File: config.mk
export PLATFORM = sky130hd
export DESIGN_NAME = fwsr_top
export DESIGN_NICKNAME = d
export VERILOG_FILES = /design/src/fwsr_pkg.sv /design/src/fwsr_bus_cycle.sv /design/src/fwsr_top.sv
export SDC_FILE = /design/constraint.sdc
export NUM_CORES = 1
export LEC_CHECK = 0
export BUFFER_PORTS_ARGS = -buffer_cell sky130_fd_sc_hd__buf_2
export CORE_MARGIN = 3
export CORE_UTILIZATION = 55
export CTS_CLUSTER_SIZE = 28
export DETAILED_ROUTE_END_ITERATION = 8
export GPL_TIMING_DRIVEN = 1
export PLACE_DENSITY = 0.79
export SYNTH_ARGS = -nofsm -noshare
export SYNTH_HDL_FRONTEND = slang
export SYNTH_SLANG_ARGS = --single-unit
File: constraint.sdc
create_clock -name i_clk -period 14.2 [get_ports i_clk]
set_clock_uncertainty 0.15 [all_clocks]
set_input_delay 2.84 -clock i_clk [delete_from_list [all_inputs] [get_ports i_clk]]
set_output_delay 2.84 -clock i_clk [all_outputs]
set_load 0.02 [all_outputs]
File: src/fwsr_pkg.sv
/*
 Package of the flash status-polling controller: pin bundle, timing counts,
 own register map, operation codes, result codes and state encodings.
 Assumes a 50 MHz system clock and a byte-wide parallel flash bus.
*/
`default_nettype none
package fwsr_pkg;

	// ----------------------------------------------------------------
	// Clock and flash bus timing
	// ----------------------------------------------------------------
	localparam int CLK_MHZ = 50;
	localparam int RD_ACC_NS = 70;
	localparam int WR_PULSE_NS = 45;
	localparam int RECOVER_NS = 20;
	localparam logic [3:0] RD_ACC_CYC = 4'((RD_ACC_NS * CLK_MHZ + 999) / 1000);
	localparam logic [3:0] WR_PULSE_CYC = 4'((WR_PULSE_NS * CLK_MHZ + 999) / 1000);
	localparam logic [3:0] RECOVER_CYC = 4'((RECOVER_NS * CLK_MHZ + 999) / 1000);

	localparam int ADDR_W = 19;
	localparam int DATA_W = 8;

	// ----------------------------------------------------------------
	// Positions inside the flash status byte
	// ----------------------------------------------------------------
	localparam int COMPLETION_POLL_BIT = 7;
	localparam int ACTIVITY_TOGGLE_BIT = 6;
	localparam int TIMEOUT_FAIL_FLAG = 5;
	localparam int ERASE_WINDOW_FLAG = 3;
	localparam int SECTOR_TOGGLE_BIT = 2;

	localparam logic [DATA_W-1:0] RESET_CMD_DATA = 8'hf0;

	// ----------------------------------------------------------------
	// Own registers (byte addresses on AXI4-Lite)
	// ----------------------------------------------------------------
	localparam logic [3:0] OFS_CTRL = 4'h0;
	localparam logic [3:0] OFS_ADDR = 4'h4;
	localparam logic [3:0] OFS_WDATA = 4'h8;
	localparam logic [3:0] OFS_STATUS = 4'hc;

	localparam int CTRL_GO_BIT = 0;
	localparam int CTRL_OP_LSB = 1;
	localparam int CTRL_AUTORST_BIT = 3;
	localparam int CTRL_ABORT_BIT = 4;

	localparam int ST_BUSY_BIT = 0;
	localparam int ST_DONE_BIT = 1;
	localparam int ST_RES_LSB = 2;
	localparam int ST_RDY_BIT = 5;
	localparam int ST_REJ_BIT = 6;
	localparam int ST_EWIN_BIT = 7;
	localparam int ST_RDATA_LSB = 8;
	localparam int ST_ACC_BIT = 16;
	localparam int ST_PRE_BIT = 17;

	localparam logic [ADDR_W-1:0] ADDR_RESET = 19'h00000;
	localparam logic [DATA_W-1:0] WDATA_RESET = 8'h00;

	localparam logic [1:0] RESP_OKAY = 2'h0;
	localparam logic [1:0] RESP_SLVERR = 2'h2;

	// ----------------------------------------------------------------
	// Types
	// ----------------------------------------------------------------
	typedef enum logic [1:0] {
		OP_WRITE = 2'h0,
		OP_READ = 2'h1,
		OP_POLL = 2'h2,
		OP_CHECKED = 2'h3
	} fwsr_op_t;

	typedef enum logic [2:0] {
		RES_NONE = 3'h0,
		RES_DONE = 3'h1,
		RES_SUSPENDED = 3'h2,
		RES_FAIL = 3'h3,
		RES_FAIL_RESET = 3'h4,
		RES_ABORTED = 3'h5,
		RES_XFER = 3'h6,
		RES_CHECKED = 3'h7
	} fwsr_res_t;

	typedef enum logic [6:0] {
		S_IDLE = 7'b0000001,
		S_PRE = 7'b0000010,
		S_WR = 7'b0000100,
		S_RD1 = 7'b0001000,
		S_RD2 = 7'b0010000,
		S_EVAL = 7'b0100000,
		S_RST = 7'b1000000
	} fwsr_state_t;

	typedef enum logic [3:0] {
		C_IDLE = 4'b0001,
		C_SETUP = 4'b0010,
		C_STROBE = 4'b0100,
		C_RECOVER = 4'b1000
	} fwsr_cyc_state_t;

	typedef struct packed {
		logic ce_n;
		logic oe_n;
		logic we_n;
		logic dq_oe;
		logic [ADDR_W-1:0] addr;
		logic [DATA_W-1:0] dq;
	} fwsr_pins_t;

	localparam fwsr_pins_t PINS_IDLE = '{ce_n: 1'b1, oe_n: 1'b1, we_n: 1'b1, dq_oe: 1'b0,
		addr: 19'h00000, dq: 8'h00};

endpackage
`default_nettype wire

File: src/fwsr_bus_cycle.sv
/*
 One asynchronous flash bus cycle (read or write) built from clock counts.
 Assumes the flash pins are driven straight from o_pins and that i_dq is
 already synchronous to i_clk.
*/
`default_nettype none
module fwsr_bus_cycle (
	input wire logic i_clk,
	input wire logic i_reset,
	input wire logic i_start,
	input wire logic i_write,
	input wire logic [fwsr_pkg::ADDR_W-1:0] i_addr,
	input wire logic [fwsr_pkg::DATA_W-1:0] i_wdata,
	input wire logic [fwsr_pkg::DATA_W-1:0] i_dq,
	output fwsr_pkg::fwsr_pins_t o_pins,
	output logic [fwsr_pkg::DATA_W-1:0] o_rdata,
	output logic o_done
);
	import fwsr_pkg::*;

	fwsr_cyc_state_t state_reg;
	logic [3:0] cnt_reg;
	logic write_reg;
	fwsr_pins_t pins_reg;
	logic [DATA_W-1:0] rdata_reg;
	logic done_reg;

	assign o_pins = pins_reg;
	assign o_rdata = rdata_reg;
	assign o_done = done_reg;

	// ----------------------------------------------------------------
	// Cycle sequencer
	// ----------------------------------------------------------------
	always_ff @(posedge i_clk or posedge i_reset) begin
		if (i_reset) begin
			state_reg <= C_IDLE;
			cnt_reg <= 4'h0;
			write_reg <= 1'b0;
			pins_reg <= PINS_IDLE;
			rdata_reg <= 8'h00;
			done_reg <= 1'b0;
		end else begin
			done_reg <= 1'b0;
			unique case (state_reg)
				C_IDLE: begin
					if (i_start) begin
						write_reg <= i_write;
						pins_reg.addr <= i_addr;
						pins_reg.dq <= i_wdata;
						pins_reg.dq_oe <= i_write;
						pins_reg.ce_n <= 1'b0;
						state_reg <= C_SETUP;
					end
				end
				C_SETUP: begin
					if (write_reg) begin
						pins_reg.we_n <= 1'b0;
						cnt_reg <= WR_PULSE_CYC - 4'h1;
					end else begin
						pins_reg.oe_n <= 1'b0;
						cnt_reg <= RD_ACC_CYC - 4'h1;
					end
					state_reg <= C_STROBE;
				end
				C_STROBE: begin
					if (cnt_reg == 4'h0) begin
						if (!write_reg) begin
							rdata_reg <= i_dq;
						end
						pins_reg.oe_n <= 1'b1;
						pins_reg.we_n <= 1'b1;
						cnt_reg <= RECOVER_CYC - 4'h1;
						state_reg <= C_RECOVER;
					end else begin
						cnt_reg <= cnt_reg - 4'h1;
					end
				end
				C_RECOVER: begin
					if (cnt_reg == 4'h0) begin
						pins_reg.ce_n <= 1'b1;
						pins_reg.dq_oe <= 1'b0;
						done_reg <= 1'b1;
						state_reg <= C_IDLE;
					end else begin
						cnt_reg <= cnt_reg - 4'h1;
					end
				end
			endcase
		end
	end

	// ----------------------------------------------------------------
	// Checks
	// ----------------------------------------------------------------
	a_strobe_excl: assert property (@(posedge i_clk) disable iff (i_reset)
		!(!pins_reg.oe_n && !pins_reg.we_n))
		else $error("output enable and write strobe low together");

	a_read_access: assert property (@(posedge i_clk) disable iff (i_reset)
		$fell(pins_reg.oe_n) |-> (!pins_reg.oe_n)[*4] ##1 pins_reg.oe_n)
		else $error("read strobe not held for the access time");

endmodule
`default_nettype wire

File: src/fwsr_top.sv
/*
 Host-side flash status controller: AXI4-Lite register slave, flash bus
 sequencing, toggle-bit polling with timeout recheck and optional reset
 command, and checked writes that sample the erase-window flag.
 Assumes one 50 MHz clock, flash inputs synchronous to it, and the
 ready/busy line already pulled up outside.
*/
// Chosen here: the address map and the AXI4-Lite register port.
// Functional notes
// - Host combines sector and activity toggles to tell erasing from suspended.
// - Host reads status twice and compares; unchanged means finished.
// - Toggling with timeout flag high: retest once; still toggling means failure.
// - Polling that was interrupted restarts from its first double read.
// - After a timeout failure the host issues the reset command; here only when CTRL_AUTORST_BIT was set with GO.
// - Host may skip the window flag only with sub-50 us command spacing.
// - Host confirms acceptance by toggle before reading the window flag.
// - Host checks the window flag before and after each added erase command.
`default_nettype none
module fwsr_top (
	input wire logic i_clk,
	input wire logic i_reset,
	input wire logic i_awvalid,
	output logic o_awready,
	input wire logic [3:0] i_awaddr,
	input wire logic i_wvalid,
	output logic o_wready,
	input wire logic [31:0] i_wdata,
	input wire logic [3:0] i_wstrb,
	output logic o_bvalid,
	input wire logic i_bready,
	output logic [1:0] o_bresp,
	input wire logic i_arvalid,
	output logic o_arready,
	input wire logic [3:0] i_araddr,
	output logic o_rvalid,
	input wire logic i_rready,
	output logic [31:0] o_rdata,
	output logic [1:0] o_rresp,
	input wire logic [fwsr_pkg::DATA_W-1:0] i_dq,
	input wire logic i_ready_busy_line,
	output fwsr_pkg::fwsr_pins_t o_pins
);
	import fwsr_pkg::*;

	// ----------------------------------------------------------------
	// AXI4-Lite write channel
	// ----------------------------------------------------------------
	logic aw_have_reg, w_have_reg, bvalid_reg;
	logic [3:0] aw_addr_reg;
	logic [31:0] w_data_reg, wmask;
	logic [3:0] w_strb_reg;
	logic [1:0] bresp_reg;
	logic wr_fire, wr_mapped;

	assign o_awready = !aw_have_reg;
	assign o_wready = !w_have_reg;
	assign o_bvalid = bvalid_reg;
	assign o_bresp = bresp_reg;
	assign wr_fire = aw_have_reg && w_have_reg && !bvalid_reg;
	assign wr_mapped = (aw_addr_reg == OFS_CTRL) || (aw_addr_reg == OFS_ADDR) || (aw_addr_reg == OFS_WDATA)
		|| (aw_addr_reg == OFS_STATUS);

	genvar g;
	generate
		for (g = 0; g < 4; g++) begin : g_mask
			assign wmask[8*g +: 8] = {8{w_strb_reg[g]}};
		end
	endgenerate

	always_ff @(posedge i_clk or posedge i_reset) begin
		if (i_reset) begin
			aw_have_reg <= 1'b0;
			aw_addr_reg <= 4'h0;
			w_have_reg <= 1'b0;
			w_data_reg <= 32'h0;
			w_strb_reg <= 4'h0;
		end else begin
			if (i_awvalid && !aw_have_reg) begin
				aw_have_reg <= 1'b1;
				aw_addr_reg <= i_awaddr;
			end else if (wr_fire) begin
				aw_have_reg <= 1'b0;
			end
			if (i_wvalid && !w_have_reg) begin
				w_have_reg <= 1'b1;
				w_data_reg <= i_wdata;
				w_strb_reg <= i_wstrb;
			end else if (wr_fire) begin
				w_have_reg <= 1'b0;
			end
		end
	end

	always_ff @(posedge i_clk or posedge i_reset) begin
		if (i_reset) begin
			bvalid_reg <= 1'b0;
			bresp_reg <= RESP_OKAY;
		end else if (wr_fire) begin
			bvalid_reg <= 1'b1;
			bresp_reg <= wr_mapped ? RESP_OKAY : RESP_SLVERR;
		end else if (bvalid_reg && i_bready) begin
			bvalid_reg <= 1'b0;
		end
	end

	// ----------------------------------------------------------------
	// Configuration registers and control strobes
	// ----------------------------------------------------------------
	logic [ADDR_W-1:0] cfg_addr_reg;
	logic [DATA_W-1:0] cfg_wdata_reg;
	logic ctrl_wr, start_req, abort_wr;
	fwsr_state_t state_reg, state_next;

	assign ctrl_wr = wr_fire && (aw_addr_reg == OFS_CTRL) && w_strb_reg[0];
	assign start_req = ctrl_wr && w_data_reg[CTRL_GO_BIT] && (state_reg == S_IDLE);
	assign abort_wr = ctrl_wr && w_data_reg[CTRL_ABORT_BIT];

	always_ff @(posedge i_clk or posedge i_reset) begin
		if (i_reset) begin
			cfg_addr_reg <= ADDR_RESET;
			cfg_wdata_reg <= WDATA_RESET;
		end else if (wr_fire && aw_addr_reg == OFS_ADDR) begin
			cfg_addr_reg <= ADDR_W'((32'(cfg_addr_reg) & ~wmask) | (w_data_reg & wmask));
		end else if (wr_fire && aw_addr_reg == OFS_WDATA && w_strb_reg[0]) begin
			cfg_wdata_reg <= w_data_reg[DATA_W-1:0];
		end
	end

	// ----------------------------------------------------------------
	// Flash bus cycle engine
	// ----------------------------------------------------------------
	logic cyc_start_reg, cyc_start_next, cyc_done, cyc_write;
	logic [DATA_W-1:0] cyc_rdata;

	assign cyc_write = (state_reg == S_WR) || (state_reg == S_RST);

	fwsr_bus_cycle u_cycle (
		.i_clk(i_clk),
		.i_reset(i_reset),
		.i_start(cyc_start_reg),
		.i_write(cyc_write),
		.i_addr(cfg_addr_reg),
		.i_wdata((state_reg == S_RST) ? RESET_CMD_DATA : cfg_wdata_reg),
		.i_dq(i_dq),
		.o_pins(o_pins),
		.o_rdata(cyc_rdata),
		.o_done(cyc_done)
	);

	// ----------------------------------------------------------------
	// Polling sequencer
	// ----------------------------------------------------------------
	fwsr_op_t op_reg;
	fwsr_res_t result_reg, fin_result;
	logic autorst_reg, recheck_reg, recheck_next, abort_req_reg, fin;
	logic [DATA_W-1:0] first_reg, second_reg;
	logic act_toggled, sec_toggled;

	assign act_toggled = first_reg[ACTIVITY_TOGGLE_BIT] ^ second_reg[ACTIVITY_TOGGLE_BIT];
	assign sec_toggled = first_reg[SECTOR_TOGGLE_BIT] ^ second_reg[SECTOR_TOGGLE_BIT];

	always_comb begin
		state_next = state_reg;
		cyc_start_next = 1'b0;
		recheck_next = recheck_reg;
		fin = 1'b0;
		fin_result = RES_NONE;
		unique case (state_reg)
			S_IDLE: begin
				if (start_req) begin
					cyc_start_next = 1'b1;
					recheck_next = 1'b0;
					unique case (fwsr_op_t'(w_data_reg[CTRL_OP_LSB +: 2]))
						OP_WRITE: state_next = S_WR;
						OP_CHECKED: state_next = S_PRE;
						OP_READ, OP_POLL: state_next = S_RD1;
					endcase
				end
			end
			S_PRE: begin
				if (cyc_done) begin
					state_next = S_WR;
					cyc_start_next = 1'b1;
				end
			end
			S_WR: begin
				if (cyc_done && op_reg == OP_WRITE) begin
					state_next = S_IDLE;
					fin = 1'b1;
					fin_result = RES_XFER;
				end else if (cyc_done) begin
					state_next = S_RD1;
					cyc_start_next = 1'b1;
				end
			end
			S_RD1: begin
				if (cyc_done && op_reg == OP_READ) begin
					state_next = S_IDLE;
					fin = 1'b1;
					fin_result = RES_XFER;
				end else if (cyc_done) begin
					state_next = S_RD2;
					cyc_start_next = 1'b1;
				end
			end
			S_RD2: begin
				if (cyc_done) begin
					state_next = S_EVAL;
				end
			end
			S_EVAL: begin
				if (op_reg == OP_CHECKED) begin
					state_next = S_IDLE;
					fin = 1'b1;
					fin_result = RES_CHECKED;
				end else if (!act_toggled) begin
					state_next = S_IDLE;
					fin = 1'b1;
					fin_result = (sec_toggled && !recheck_reg) ? RES_SUSPENDED : RES_DONE;
				end else if (recheck_reg && autorst_reg) begin
					state_next = S_RST;
					cyc_start_next = 1'b1;
				end else if (recheck_reg) begin
					state_next = S_IDLE;
					fin = 1'b1;
					fin_result = RES_FAIL;
				end else if (abort_req_reg) begin
					state_next = S_IDLE;
					fin = 1'b1;
					fin_result = RES_ABORTED;
				end else begin
					state_next = S_RD2;
					cyc_start_next = 1'b1;
					recheck_next = second_reg[TIMEOUT_FAIL_FLAG];
				end
			end
			S_RST: begin
				if (cyc_done) begin
					state_next = S_IDLE;
					fin = 1'b1;
					fin_result = RES_FAIL_RESET;
				end
			end
		endcase
	end

	always_ff @(posedge i_clk or posedge i_reset) begin
		if (i_reset) begin
			state_reg <= S_IDLE;
			cyc_start_reg <= 1'b0;
			recheck_reg <= 1'b0;
		end else begin
			state_reg <= state_next;
			cyc_start_reg <= cyc_start_next;
			recheck_reg <= recheck_next;
		end
	end

	always_ff @(posedge i_clk or posedge i_reset) begin
		if (i_reset) begin
			op_reg <= OP_WRITE;
			autorst_reg <= 1'b0;
		end else if (start_req) begin
			op_reg <= fwsr_op_t'(w_data_reg[CTRL_OP_LSB +: 2]);
			autorst_reg <= w_data_reg[CTRL_AUTORST_BIT];
		end
	end

	always_ff @(posedge i_clk or posedge i_reset) begin
		if (i_reset) begin
			abort_req_reg <= 1'b0;
		end else if (abort_wr) begin
			abort_req_reg <= 1'b1;
		end else if (start_req || fin) begin
			abort_req_reg <= 1'b0;
		end
	end

	// ----------------------------------------------------------------
	// Status capture
	// ----------------------------------------------------------------
	logic pre_ewin_reg, accepted_reg, ewin_reg, reject_reg, done_reg;
	logic [DATA_W-1:0] last_rdata_reg;

	always_ff @(posedge i_clk or posedge i_reset) begin
		if (i_reset) begin
			first_reg <= 8'h00;
			second_reg <= 8'h00;
			pre_ewin_reg <= 1'b0;
			last_rdata_reg <= 8'h00;
		end else begin
			if (cyc_done && !cyc_write) begin
				last_rdata_reg <= cyc_rdata;
			end
			if (cyc_done && state_reg == S_PRE) begin
				pre_ewin_reg <= cyc_rdata[ERASE_WINDOW_FLAG];
			end
			if (cyc_done && state_reg == S_RD1) begin
				first_reg <= cyc_rdata;
			end else if (state_reg == S_EVAL && state_next == S_RD2) begin
				first_reg <= second_reg;
			end
			if (cyc_done && state_reg == S_RD2) begin
				second_reg <= cyc_rdata;
			end
		end
	end

	always_ff @(posedge i_clk or posedge i_reset) begin
		if (i_reset) begin
			accepted_reg <= 1'b0;
			ewin_reg <= 1'b0;
			reject_reg <= 1'b0;
		end else if (state_reg == S_EVAL && op_reg == OP_CHECKED) begin
			accepted_reg <= act_toggled;
			ewin_reg <= act_toggled && second_reg[ERASE_WINDOW_FLAG];
			reject_reg <= act_toggled && second_reg[ERASE_WINDOW_FLAG];
		end
	end

	always_ff @(posedge i_clk or posedge i_reset) begin
		if (i_reset) begin
			done_reg <= 1'b0;
			result_reg <= RES_NONE;
		end else if (fin) begin
			done_reg <= 1'b1;
			result_reg <= fin_result;
		end else if (start_req) begin
			done_reg <= 1'b0;
			result_reg <= RES_NONE;
		end
	end

	// ----------------------------------------------------------------
	// AXI4-Lite read channel
	// ----------------------------------------------------------------
	logic rvalid_reg;
	logic [31:0] rdata_reg, status_word, rd_mux;
	logic [1:0] rresp_reg;
	logic rd_mapped;

	assign o_arready = !rvalid_reg;
	assign o_rvalid = rvalid_reg;
	assign o_rdata = rdata_reg;
	assign o_rresp = rresp_reg;

	always_comb begin
		status_word = 32'h0;
		status_word[ST_BUSY_BIT] = (state_reg != S_IDLE);
		status_word[ST_DONE_BIT] = done_reg;
		status_word[ST_RES_LSB +: 3] = result_reg;
		status_word[ST_RDY_BIT] = i_ready_busy_line;
		status_word[ST_REJ_BIT] = reject_reg;
		status_word[ST_EWIN_BIT] = ewin_reg;
		status_word[ST_RDATA_LSB +: 8] = last_rdata_reg;
		status_word[ST_ACC_BIT] = accepted_reg;
		status_word[ST_PRE_BIT] = pre_ewin_reg;
		rd_mapped = 1'b1;
		unique case (i_araddr)
			OFS_CTRL: rd_mux = {28'h0, autorst_reg, op_reg, 1'b0};
			OFS_ADDR: rd_mux = 32'(cfg_addr_reg);
			OFS_WDATA: rd_mux = 32'(cfg_wdata_reg);
			OFS_STATUS: rd_mux = status_word;
			default: begin
				rd_mux = 32'h0;
				rd_mapped = 1'b0;
			end
		endcase
	end

	always_ff @(posedge i_clk or posedge i_reset) begin
		if (i_reset) begin
			rvalid_reg <= 1'b0;
			rdata_reg <= 32'h0;
			rresp_reg <= RESP_OKAY;
		end else if (i_arvalid && !rvalid_reg) begin
			rvalid_reg <= 1'b1;
			rdata_reg <= rd_mux;
			rresp_reg <= rd_mapped ? RESP_OKAY : RESP_SLVERR;
		end else if (rvalid_reg && i_rready) begin
			rvalid_reg <= 1'b0;
		end
	end

	// ----------------------------------------------------------------
	// Checks
	// ----------------------------------------------------------------
	logic [2:0] rd_count_reg;

	always_ff @(posedge i_clk or posedge i_reset) begin
		if (i_reset) begin
			rd_count_reg <= 3'h0;
		end else if (start_req) begin
			rd_count_reg <= 3'h0;
		end else if (cyc_done && (state_reg == S_RD1 || state_reg == S_RD2) && rd_count_reg != 3'h7) begin
			rd_count_reg <= rd_count_reg + 3'h1;
		end
	end

	a_double_read: assert property (@(posedge i_clk) disable iff (i_reset)
		state_reg == S_EVAL |-> rd_count_reg >= 3'h2)
		else $error("toggle evaluated before two reads");

	a_mode_combine: assert property (@(posedge i_clk) disable iff (i_reset)
		fin && fin_result == RES_SUSPENDED |-> sec_toggled && !act_toggled)
		else $error("suspend reported without sector toggle");

	a_timeout_recheck: assert property (@(posedge i_clk) disable iff (i_reset)
		state_reg == S_EVAL && op_reg != OP_CHECKED && act_toggled && !recheck_reg && !abort_req_reg
		&& second_reg[TIMEOUT_FAIL_FLAG] |=> state_reg == S_RD2 && recheck_reg)
		else $error("timeout flag not followed by retest");

	a_fail_reset: assert property (@(posedge i_clk) disable iff (i_reset)
		state_reg == S_EVAL && op_reg != OP_CHECKED && act_toggled && recheck_reg && autorst_reg
		|=> state_reg == S_RST ##1 o_pins.dq == RESET_CMD_DATA && o_pins.dq_oe)
		else $error("failure not followed by reset command");

	a_poll_restart: assert property (@(posedge i_clk) disable iff (i_reset)
		start_req |=> !recheck_reg && (state_reg == S_RD1 || state_reg == S_WR || state_reg == S_PRE))
		else $error("polling did not restart from the first read");

	a_accept_first: assert property (@(posedge i_clk) disable iff (i_reset)
		$rose(ewin_reg) |-> $past(act_toggled) && $past(op_reg == OP_CHECKED))
		else $error("window flag taken before acceptance");

	a_check_both: assert property (@(posedge i_clk) disable iff (i_reset)
		$rose(state_reg == S_WR) && op_reg == OP_CHECKED |-> $past(state_reg) == S_PRE)
		else $error("checked write lacks a prior window check");

	a_window_used: assert property (@(posedge i_clk) disable iff (i_reset)
		fin && fin_result == RES_CHECKED |=> done_reg && reject_reg == ewin_reg
		&& ewin_reg == (accepted_reg && $past(second_reg[ERASE_WINDOW_FLAG])))
		else $error("rejection flag does not follow window flag");

	c_poll_done: cover property (@(posedge i_clk) disable iff (i_reset) fin && fin_result == RES_DONE);
	c_poll_fail: cover property (@(posedge i_clk) disable iff (i_reset) fin && fin_result == RES_FAIL_RESET);
	c_suspended: cover property (@(posedge i_clk) disable iff (i_reset) fin && fin_result == RES_SUSPENDED);
	c_checked: cover property (@(posedge i_clk) disable iff (i_reset) fin && fin_result == RES_CHECKED);

endmodule
`default_nettype wire

==> impl_metrics.env, run 1 <==
export IMPL_synth_xor_area_frac=0.00736
export IMPL_rr_worst_depth=7
export IMPL_finalSetupViolations=0
export IMPL_row_count=40
export IMPL_path_cells="buf_2 -> nor2_1 -> nand2_1 -> nor2_1 -> a22oi_1 -> o21ai_0"
export IMPL_clock_power_share=0.357
export IMPL_p_per_area_mw_per_mm2=143
export IMPL_grt_pass1_wl_microns=27000
export IMPL_use_met1=0.319
export IMPL_async_flop_share=1.00
export IMPL_power_leakage_nw=4.05
export IMPL_fillCellCount=942
export IMPL_num_io_pins=132
export IMPL_critPathLaunchType="input port"
export IMPL_grt_busiest_layer="met2"
export IMPL_timing_final_hold_violations=0
export IMPL_fmax_ghz=0.239
export IMPL_min_period_ps=4190
export IMPL_cp_data_required_time_ps=14370
export IMPL_min_path_cells=2
export IMPL_hold_buffers=0
export IMPL_p_comb_frac=0.144
export IMPL_syn_avg_cell_area_sq_um=11.6
export IMPL_critical_path_arrival_ps=4350
export IMPL_cts_buffers=17
export IMPL_ys_types=69
export IMPL_netlist_instances=616
export IMPL_drive_above_1_share=0.308
export IMPL_cap_violations=0
export IMPL_met2_usage=0.390
export IMPL_vias=5093
export IMPL_seq_area_frac_synth=0.565
export IMPL_dp_hpwl_microns=11400
export IMPL_fin_cells=895
export IMPL_clock_path_buffers=2
export IMPL_syn2layout_area_growth_pct=15.9
export IMPL_routedWlPerCell_microns=18.4
export IMPL_cts_reportedPaths_clkPinSlew_ps=60
export IMPL_synth_main_ff_cell="dfrtp_1"
export IMPL_clk_latency_ps=420
export IMPL_gp_congestion=0.860
export IMPL_antenna_found_initial=0
export IMPL_hp_class="flop to flop"
export IMPL_start_util=0.578
export IMPL_grt_util_all_layers=0.239
export IMPL_grt_overflow=0
export IMPL_diodes=0
export IMPL_cpPeakStageDelay_ps=640
export IMPL_fin_nets=779
export IMPL_fin_crit_sh=0.295
export IMPL_drtIter0Drc=472
export IMPL_critical_path_most_common_cell="nor2_1"
export IMPL_postCtsResizedCells=0
export IMPL_slew_headroom=0.258
export IMPL_cts_tree="done"
export IMPL_cts_sinks=161
export IMPL_htreeDepth=4
export IMPL_antenna_left=0
export IMPL_grt_max_degree=111
export IMPL_tns_ps=0
export IMPL_outcome="complete, no violations"
export IMPL_synth_seq_cells=161
export IMPL_worstMarginPinSlew_ps=1110
export IMPL_switchingPower_w=0.000321
export IMPL_slew_viol_final=0
export IMPL_use_met3=0.0490
export IMPL_route_detailed_drc=0
export IMPL_muxShareOfSynthArea=0.135
export IMPL_syn_area_sq_mm=0.00714
export IMPL_grt_pass1_vias=5196
export IMPL_fp_dieH_microns=120
export IMPL_end_kind="flop"
export IMPL_die_x_microns=120
export IMPL_synth_edf_count=0
export IMPL_crit_slowest_cell="nor2_1"
export IMPL_placedCellCount=864
export IMPL_criticalPathCategory="input port to flop"
export IMPL_switching_share=0.271
export IMPL_yosysWarnings=0
export IMPL_cts_setup_buffers=0
export IMPL_synth_compound_area_frac=0.0906
export IMPL_yosys_area_share_simple=0.156
export IMPL_viasPerCell=5.69
export IMPL_grt_setup_unrepaired="no"
export IMPL_portBuffers=102
export IMPL_seqPwrFrac=0.499
export IMPL_dr_pass1_iters=6
export IMPL_synthAdderAreaFrac=0.00701
export IMPL_wl_microns=16500
export IMPL_dieArea_sq_mm=0.0144
export IMPL_cp_max_fo=11
export IMPL_core_sq_mm=0.0124
export IMPL_p_int_w=0.000864
export IMPL_cts_root_buffer="clkbuf_16"
export IMPL_synth_top_family_by_area="simple AND/OR/NAND/NOR gates"
export IMPL_ir_drop_mv=0.122
==> per-layer routing <==
layer,vias to the layer above,part of all wire
met5,-,0
met4,0,0.018
met3,25,0.060
met2,186,0.50
met1,2559,0.42
li1,2323,-
==> kinds of logic (layout without fill, tap and decap cells) <==
| family | Yosys count | after routing |
|---|---|---|
| xor gates and xnor gates | 6 | 6 |
| and+or+nand+nor | 209 | 209 |
| other | 1 | 15 |
| muxes | 80 | 80 |
| adders and majority gates | 4 | 4 |
| AOI/OAI and AO/OA | 99 | 99 |
| buffers and inverters | 56 | 153 |
| DFF | 161 | 161 |
==> worst paths after layout <==
check / startpoint / endpoint / slack, ps
setup / recovery: i_araddr[1] / o_rdata[17] / 10010
hold / removal: u_cycle.o_pins[9] / u_cycle.o_pins[9] / 320
setup reg to reg: u_cycle.cnt_reg[0] / u_cycle.o_rdata[7] / 11750
hold reg to reg: u_cycle.o_pins[9] / u_cycle.o_pins[9] / 320
max in group asynchronous: i_reset / second_reg[3] / 10190
min in group asynchronous: i_reset / u_cycle.state_reg[1] / 2490
==> cell type report <==
class | count | area (sq um) | area share
clock buffers | 21 | 460 | 0.0556
clock inverters | 10 | 87.6 | 0.0106
inverters | 17 | 68.8 | 0.00832
multi-input cells | 413 | 2880 | 0.348
flip-flops and latches | 161 | 4040 | 0.488
well taps | 168 | 210 | 0.0254
repair buffers | 105 | 533 | 0.0644
==> stage by stage <==
step,power (W),setup WS [ps],area [sq um],util,hold WS [ps]
final,0.00119,10010,8280,0.669,319
after detailed placement,0.000769,9650,7730,0.625,308
after global routing,0.00124,9940,8280,0.669,340
after CTS,0.00119,10040,8280,0.669,323
after floorplan,0.000714,6870,7190,-,300
after global placement,0.000756,9730,7730,0.625,304
==> cell usage in the layout (no fill, tap or decap), types with 3 or more instances in the layout <==
master / netlist / routed
buf_4: 15 / 3
nor3_1: 7 / 7
nor4b_1: 4 / 4
nor2b_1: 8 / 7
clkinv_2: 0 / 5
a21o_1: 3 / 3
nand2b_1: 8 / 8
and2_1: 3 / 3
dfrtp_1: 156 / 156
a21oi_1: 15 / 15
ha_1: 4 / 4
nand3b_1: 3 / 3
xor2_1: 5 / 5
mux4_2: 3 / 3
o21ai_0: 33 / 33
a31oi_1: 3 / 3
dfstp_2: 5 / 5
buf_2: 5 / 102
nor4_1: 3 / 3
nor4_4: 3 / 3
o21ai_1: 3 / 3
inv_1: 17 / 16
nand2_1: 114 / 114
a22o_1: 8 / 8
nor2_1: 24 / 24
clkbuf_16: 0 / 17
mux2i_1: 3 / 3
a22oi_1: 14 / 14
mux2_1: 9 / 9
mux2_2: 57 / 57
conb_1: 1 / 15
o21a_1: 3 / 3
mux2_4: 8 / 8
==> worst max-delay path: cells and delay by family <==
family                 cells  cell delay [ps]
and+or+nand+nor            3              920
AOI/OAI and AO/OA          2              480
buffers and inverters      1              100
==> power groups by stage <==
stage	Combinational, W	Clock, W	Sequential (W)
2_1_floorplan	0.000133	0	0.000581
3_3_place_gp	0.000164	0	0.000592
3_5_place_dp	0.000171	0	0.000598
4_1_cts	0.000173	0.000428	0.000590
5_1_grt	0.000188	0.000448	0.000601
6_report	0.000170	0.000423	0.000592
==> synth_stat cells, drive strengths merged (6+ instances only) <==
cell,instances,share of area
dfrtp,156,0.55
nand2,115,0.061
mux2,74,0.12
o21ai,36,0.025
nor2,25,0.015
buf,21,0.021
clkbuf,18,0.0095
inv,17,0.0089
a21oi,15,0.011
a22oi,14,0.015
a22o,8,0.0098
nand2b,8,0.0070
nor2b,8,0.0070
nor3,8,0.0072
nor4,6,0.012
No activity file was read; power rests on OpenSTA's default activity.
==> run 2: changes to the inputs <==
- clock period: 14.2 -> 4.3 ns (I/O delays scaled with it)
==> run 2 against run 1 <==
Compared with the run above: register-to-register slack got worse by 9900 ps; routed wire length about the same; flip-flop and latch count unchanged; cell count increased by 0.11%; final area increased by 0.57%; critical path depth increased by 1; total power increased to 3.4 times the previous value; via count decreased by 0.84%; largest cell class unchanged; highest routed layer unchanged.
==> impl_metrics.env, run 2 (same netlist as run 1, synthesis figures left out) <==
export IMPL_ff_latch_area_sq_mm=0.00404
export IMPL_clock_path_buffers=2
export IMPL_start_util=0.578
export IMPL_hold_buffers=0
export IMPL_grt_pass1_vias=5073
export IMPL_end_kind="flop"
export IMPL_drive_above_1_share=0.307
export IMPL_rrSetupSlack_ps=1890
export IMPL_hp_class="flop to flop"
export IMPL_grt_overflow=0
export IMPL_dieArea_sq_mm=0.0144
export IMPL_grt_util_all_layers=0.238
export IMPL_multi_input_area_sq_mm=0.00288
export IMPL_fin_nets=779
export IMPL_routedWlPerCell_microns=18.4
export IMPL_wl_microns=16500
export IMPL_htreeDepth=4
export IMPL_p_int_w=0.00293
export IMPL_placedCellCount=864
export IMPL_switching_share=0.268
export IMPL_cp_num_buf_inv=1
export IMPL_tns_ps=0
export IMPL_min_period_ps=2410
export IMPL_slew_viol_final=0
export IMPL_switchingPower_w=0.00107
export IMPL_fillCellCount=939
export IMPL_cp_data_required_time_ps=4460
export IMPL_seqPwrFrac=0.489
export IMPL_timing_final_hold_violations=0
export IMPL_fin_cells=896
export IMPL_fp_dieH_microns=120
export IMPL_num_io_pins=132
export IMPL_grt_max_degree=162
export IMPL_gp_congestion=0.877
export IMPL_grt_setup_unrepaired="no"
export IMPL_slew_headroom=0.257
export IMPL_critPathLaunchType="flop"
export IMPL_p_per_area_mw_per_mm2=481
export IMPL_dpl_worst_slack_ps=1830
export IMPL_path_delay_family="simple AND/OR/NAND/NOR gates"
export IMPL_drtIter0Drc=512
export IMPL_path_cells="inv_1 -> ha_1 -> nor3b_2 -> nand2_1 -> or4_4 -> nor2_8 -> mux2_4"
export IMPL_critical_path_arrival_ps=2570
export IMPL_place_area_sq_mm=0.00774
export IMPL_cap_violations=0
export IMPL_finalSetupViolations=0
export IMPL_final_cell_mix="dfrtp_1, nand2_1, buf_2, mux2_2, o21ai_0"
export IMPL_min_from="u_cycle.o_pins[8]"
export IMPL_p_comb_frac=0.141
export IMPL_viasPerCell=5.64
export IMPL_crit_slowest_cell="or4_4"
export IMPL_whs_ps=322
export IMPL_die_x_microns=120
export IMPL_core_sq_mm=0.0124
export IMPL_layout_commonest_cell="dfrtp_1"
export IMPL_antenna_found_initial=1
export IMPL_outcome="complete, no violations"
export IMPL_cts_sinks=161
export IMPL_worstMarginPinSlew_ps=1110
export IMPL_cts_tree="done"
export IMPL_vias=5050
export IMPL_clock_power_share=0.370
export IMPL_route_detailed_drc=0
export IMPL_cts_reportedPaths_clkPinSlew_ps=60
export IMPL_cpPeakStageDelay_ps=490
export IMPL_fin_crit_sh=0.561
export IMPL_power_leakage_nw=4.05
export IMPL_r2r_start="u_cycle.cnt_reg[0]"
export IMPL_criticalPathCategory="flop to flop"
export IMPL_syn2layout_area_growth_pct=16.6
export IMPL_ir_drop_mv=0.392
export IMPL_cts_setup_buffers=0
export IMPL_antenna_left=0
export IMPL_rr_worst_depth=7
export IMPL_min_path_cells=2
export IMPL_grt_pass1_wl_microns=26500
export IMPL_cts_root_buffer="clkbuf_16"
export IMPL_dp_hpwl_microns=11200
export IMPL_fmax_ghz=0.415
export IMPL_stdcell_area_sq_mm=0.00832
export IMPL_portBuffers=102
export IMPL_dr_pass1_iters=5
export IMPL_cts_buffers=17
export IMPL_r2r_end="u_cycle.o_rdata[7]"
export IMPL_hold_path_end="u_cycle.o_pins[8]"
export IMPL_postCtsResizedCells=0
export IMPL_row_count=40
export IMPL_layout_setup_ws_ps=1890
export IMPL_clk_latency_ps=430
export IMPL_cp_max_fo=8
run 2: changes by cell type in the layout (fill, tap and decap cells not counted):
cell,change
clkinv_2,-4
clkinvlp_4,+3
clkinv_4,-2
buf_12,+1
buf_4,-1
bufinv_16,+1
clkbuf_1,+1
clkbuf_8,+1
diode_2,+1
run 2: worst register-to-register path, stage by stage, from the launching register on:
cell,delay [ps]
dfrtp_1,380
inv_1,120
ha_1,160
nor3b_2,230
nand2_1,150
or4_4,490
nor2_8,280
mux2_4,340
run 2: power by group through the flow:
| stage | clock (W) | combinational, W | sequential, W |
|---|---|---|---|
| 2_1_floorplan | 0 | 0.000439 | 0.00192 |
| 3_3_place_gp | 0 | 0.000544 | 0.00195 |
| 3_5_place_dp | 0 | 0.000568 | 0.00198 |
| 4_1_cts | 0.00150 | 0.000575 | 0.00195 |
| 5_1_grt | 0.00156 | 0.000620 | 0.00199 |
| 6_report | 0.00148 | 0.000567 | 0.00196 |
run 2: final cells by class:
cell class / count / area share
inverter: 17 / 0.00812
multi-input combinational: 413 / 0.346
antenna: 1 / 0.000301
clock buffer: 23 / 0.0574
timing repair buffer: 105 / 0.0655
sequential: 161 / 0.485
tap: 168 / 0.0253
clock inverter: 8 / 0.0125
run 2: how the worst max path moves through the flow:
stage | to | cells past startpoint | startpoint | slack, ps
after detailed placement | o_rdata[9] | 6 | i_araddr[1] | 1830
after global routing | u_cycle.o_rdata[7] | 7 | u_cycle.cnt_reg[0] | 1730
after global placement | o_rdata[15] | 6 | i_araddr[1] | 1860
after CTS | u_cycle.o_rdata[7] | 7 | u_cycle.cnt_reg[0] | 1890
final | u_cycle.o_rdata[7] | 7 | u_cycle.cnt_reg[0] | 1890
after floorplan | async pin | 1 | i_reset | 1250
run 2: metal layers:
layer  part of all wire  track usage  wire length, microns
met1               0.43        0.315                  7120
met2               0.48        0.381                  7980
met3              0.058       0.0523                   951
met4              0.028       0.0981                   457
met5                  0            0                     0
run 2: stage by stage:
step	util	power [W]
6_report	0.673	0.00401
5_1_grt	0.673	0.00417
4_1_cts	0.673	0.00403
3_5_place_dp	0.626	0.00254
3_3_place_gp	0.626	0.00250
2_1_floorplan	-	0.00236
==> run 3: changes to the inputs <==
- CORE_UTILIZATION: 55 -> 50
- PLACE_DENSITY: 0.79 -> 0.76
- clock period: 4.3 -> 2 ns (I/O delays scaled with it)
==> run 3 against run 2 <==
Compared with the run above: the run now ends with setup timing left; worst hold slack worse by 280 ps; final area is 7.0% higher; routed wire length is 5.0% higher; combinational power is 130% higher; fmax is 8.2% higher; global-route usage is 1.3 points lower; flip-flop and latch count stayed put; largest cell class unchanged.
==> impl_metrics.env, run 3 (same netlist as run 1, synthesis figures left out) <==
export IMPL_routedWlPerCell_microns=18.0
export IMPL_dp_hpwl_microns=11900
export IMPL_cts_reportedPaths_clkPinSlew_ps=70
export IMPL_cp_max_fo=8
export IMPL_slew_viol_final=0
export IMPL_vias=5299
export IMPL_grt_pass1_vias=5440
export IMPL_min_from="i_wvalid"
export IMPL_violations="setup timing"
export IMPL_grt_pass1_wl_microns=28000
export IMPL_fmax_ghz=0.448
export IMPL_cts_buffers=17
export IMPL_slew_headroom=0.622
export IMPL_hp_class="input port to flop"
export IMPL_dieArea_sq_mm=0.0158
export IMPL_end_kind="flop"
export IMPL_htreeDepth=4
export IMPL_place_area_sq_mm=0.00812
export IMPL_clk_latency_ps=430
export IMPL_path_delay_family="simple AND/OR/NAND/NOR gates"
export IMPL_fin_nets=835
export IMPL_crit_slowest_cell="or4_4"
export IMPL_row_count=43
export IMPL_stdcell_area_sq_mm=0.00890
export IMPL_num_io_pins=132
export IMPL_wl_microns=17300
export IMPL_cts_tree="done"
export IMPL_grt_overflow=0
export IMPL_finalSetupViolations=11
export IMPL_layout_setup_ws_ps=-230
export IMPL_path_cells="inv_2 -> ha_4 -> nor3b_4 -> nand2_2 -> or4_4 -> nor2_8 -> mux2_4"
export IMPL_die_x_microns=126
export IMPL_dr_pass1_iters=5
export IMPL_fillCellCount=1069
export IMPL_viasPerCell=5.50
export IMPL_gp_congestion=0.880
export IMPL_power_leakage_nw=4.37
export IMPL_tns_ps=-2010
export IMPL_cp_data_required_time_ps=2170
export IMPL_diodes=0
export IMPL_syn2layout_area_growth_pct=24.7
export IMPL_outcome="finished, violations left"
export IMPL_cap_violations=0
export IMPL_start_util=0.512
export IMPL_worstMarginPinSlew_ps=565
export IMPL_clock_path_buffers=2
export IMPL_timing_final_hold_violations=0
export IMPL_antenna_found_initial=0
export IMPL_ir_drop_mv=0.883
export IMPL_core_sq_mm=0.0139
export IMPL_critical_path_arrival_ps=2400
export IMPL_p_per_area_mw_per_mm2=987
export IMPL_whs_ps=38.5
export IMPL_drtIter0Drc=451
export IMPL_grt_max_degree=96
export IMPL_crit_start="u_cycle.cnt_reg[0]"
export IMPL_drive_above_1_share=0.375
export IMPL_cp_num_buf_inv=1
export IMPL_layout_commonest_cell="dfrtp_1"
export IMPL_route_detailed_drc=0
export IMPL_cpPeakStageDelay_ps=470
export IMPL_fp_dieH_microns=126
export IMPL_critPathLaunchType="flop"
export IMPL_antenna_left=0
export IMPL_rrSetupSlack_ps=-230
export IMPL_final_cell_mix="dfrtp_1, nand2_1, buf_2, mux2_2, buf_4"
export IMPL_criticalPathCategory="flop to flop"
export IMPL_grt_setup_unrepaired="yes"
export IMPL_fin_crit_sh=1.12
export IMPL_cts_root_buffer="clkbuf_16"
export IMPL_cts_sinks=161
export IMPL_min_period_ps=2230
export IMPL_portBuffers=102
export IMPL_grt_util_all_layers=0.225
export IMPL_r2r_start="u_cycle.cnt_reg[0]"
-- run 3: cell types whose count changed in the layout (fill, tap and decap cells not counted), moves of 3 or more --
| cell | delta |
|---|---|
| clkbuf_1 | -3 |
| buf_4 | +48 |
| inv_6 | +5 |
| buf_12 | +3 |
| clkbuf_8 | -3 |
| dlygate4sd3_1 | +3 |
-- run 3: power breakdown --
group          switching, W  internal, W
Clock               0.00142      0.00187
Sequential         0.000433      0.00377
Combinational      0.000635     0.000662
-- run 3: cell type report --
type                    instances  area [sq um]  area share
flip-flops and latches        161          4040       0.453
repair buffers                161          1010       0.114
clock buffers                  17           425      0.0478
inverters                      17          67.6     0.00759
multi-input cells             413          2970       0.333
well taps                     180           225      0.0253
clock inverters                15           171      0.0192
-- run 3: final timing paths --
path	end	depth (start not counted)
max in group asynchronous	cfg_wdata_reg[7]	4
worst max register to register	u_cycle.o_rdata[4]	7
worst min-delay path	w_have_reg	2
worst min register to register	u_cycle.o_pins[14]	2
worst max-delay path	u_cycle.o_rdata[4]	7
min in group asynchronous	o_bvalid	4
-- run 3: per-stage QoR --
step | power [W] | instances | utilization | setup slack [ps]
final | 0.00879 | 964 | 0.639 | -230
after global routing | 0.00916 | 964 | 0.639 | -298
after CTS | 0.00882 | 956 | 0.630 | -231
after detailed placement | 0.00552 | 919 | 0.583 | -265
after global placement | 0.00543 | 919 | 0.583 | -188
after floorplan | 0.00507 | 630 | - | -589
-- run 3: repair_timing --
item                                    4_1_cts  5_1_grt
endpoints found under the hold margin        63        0
resized for setup                             4       17
endpoints found under the setup margin       16       55
buffers inserted                              2        8
hold buffers                                  3        0
pin swaps                                     2        5
cloned                                        0        0
-- run 3: metal layers --
metal	wire, microns	GRT usage
met1	7370	0.298
met2	8630	0.362
met3	960	0.0521
met4	367	0.0855
met5	0	0
-- run 3: worst register-to-register path, delay by kind of cell (launching register included) --
kind | cells | cell delay, ps
muxes | 1 | 340
DFF | 1 | 390
buffers and inverters | 1 | 80
adders and majority gates | 1 | 130
and+or+nand+nor | 4 | 1020
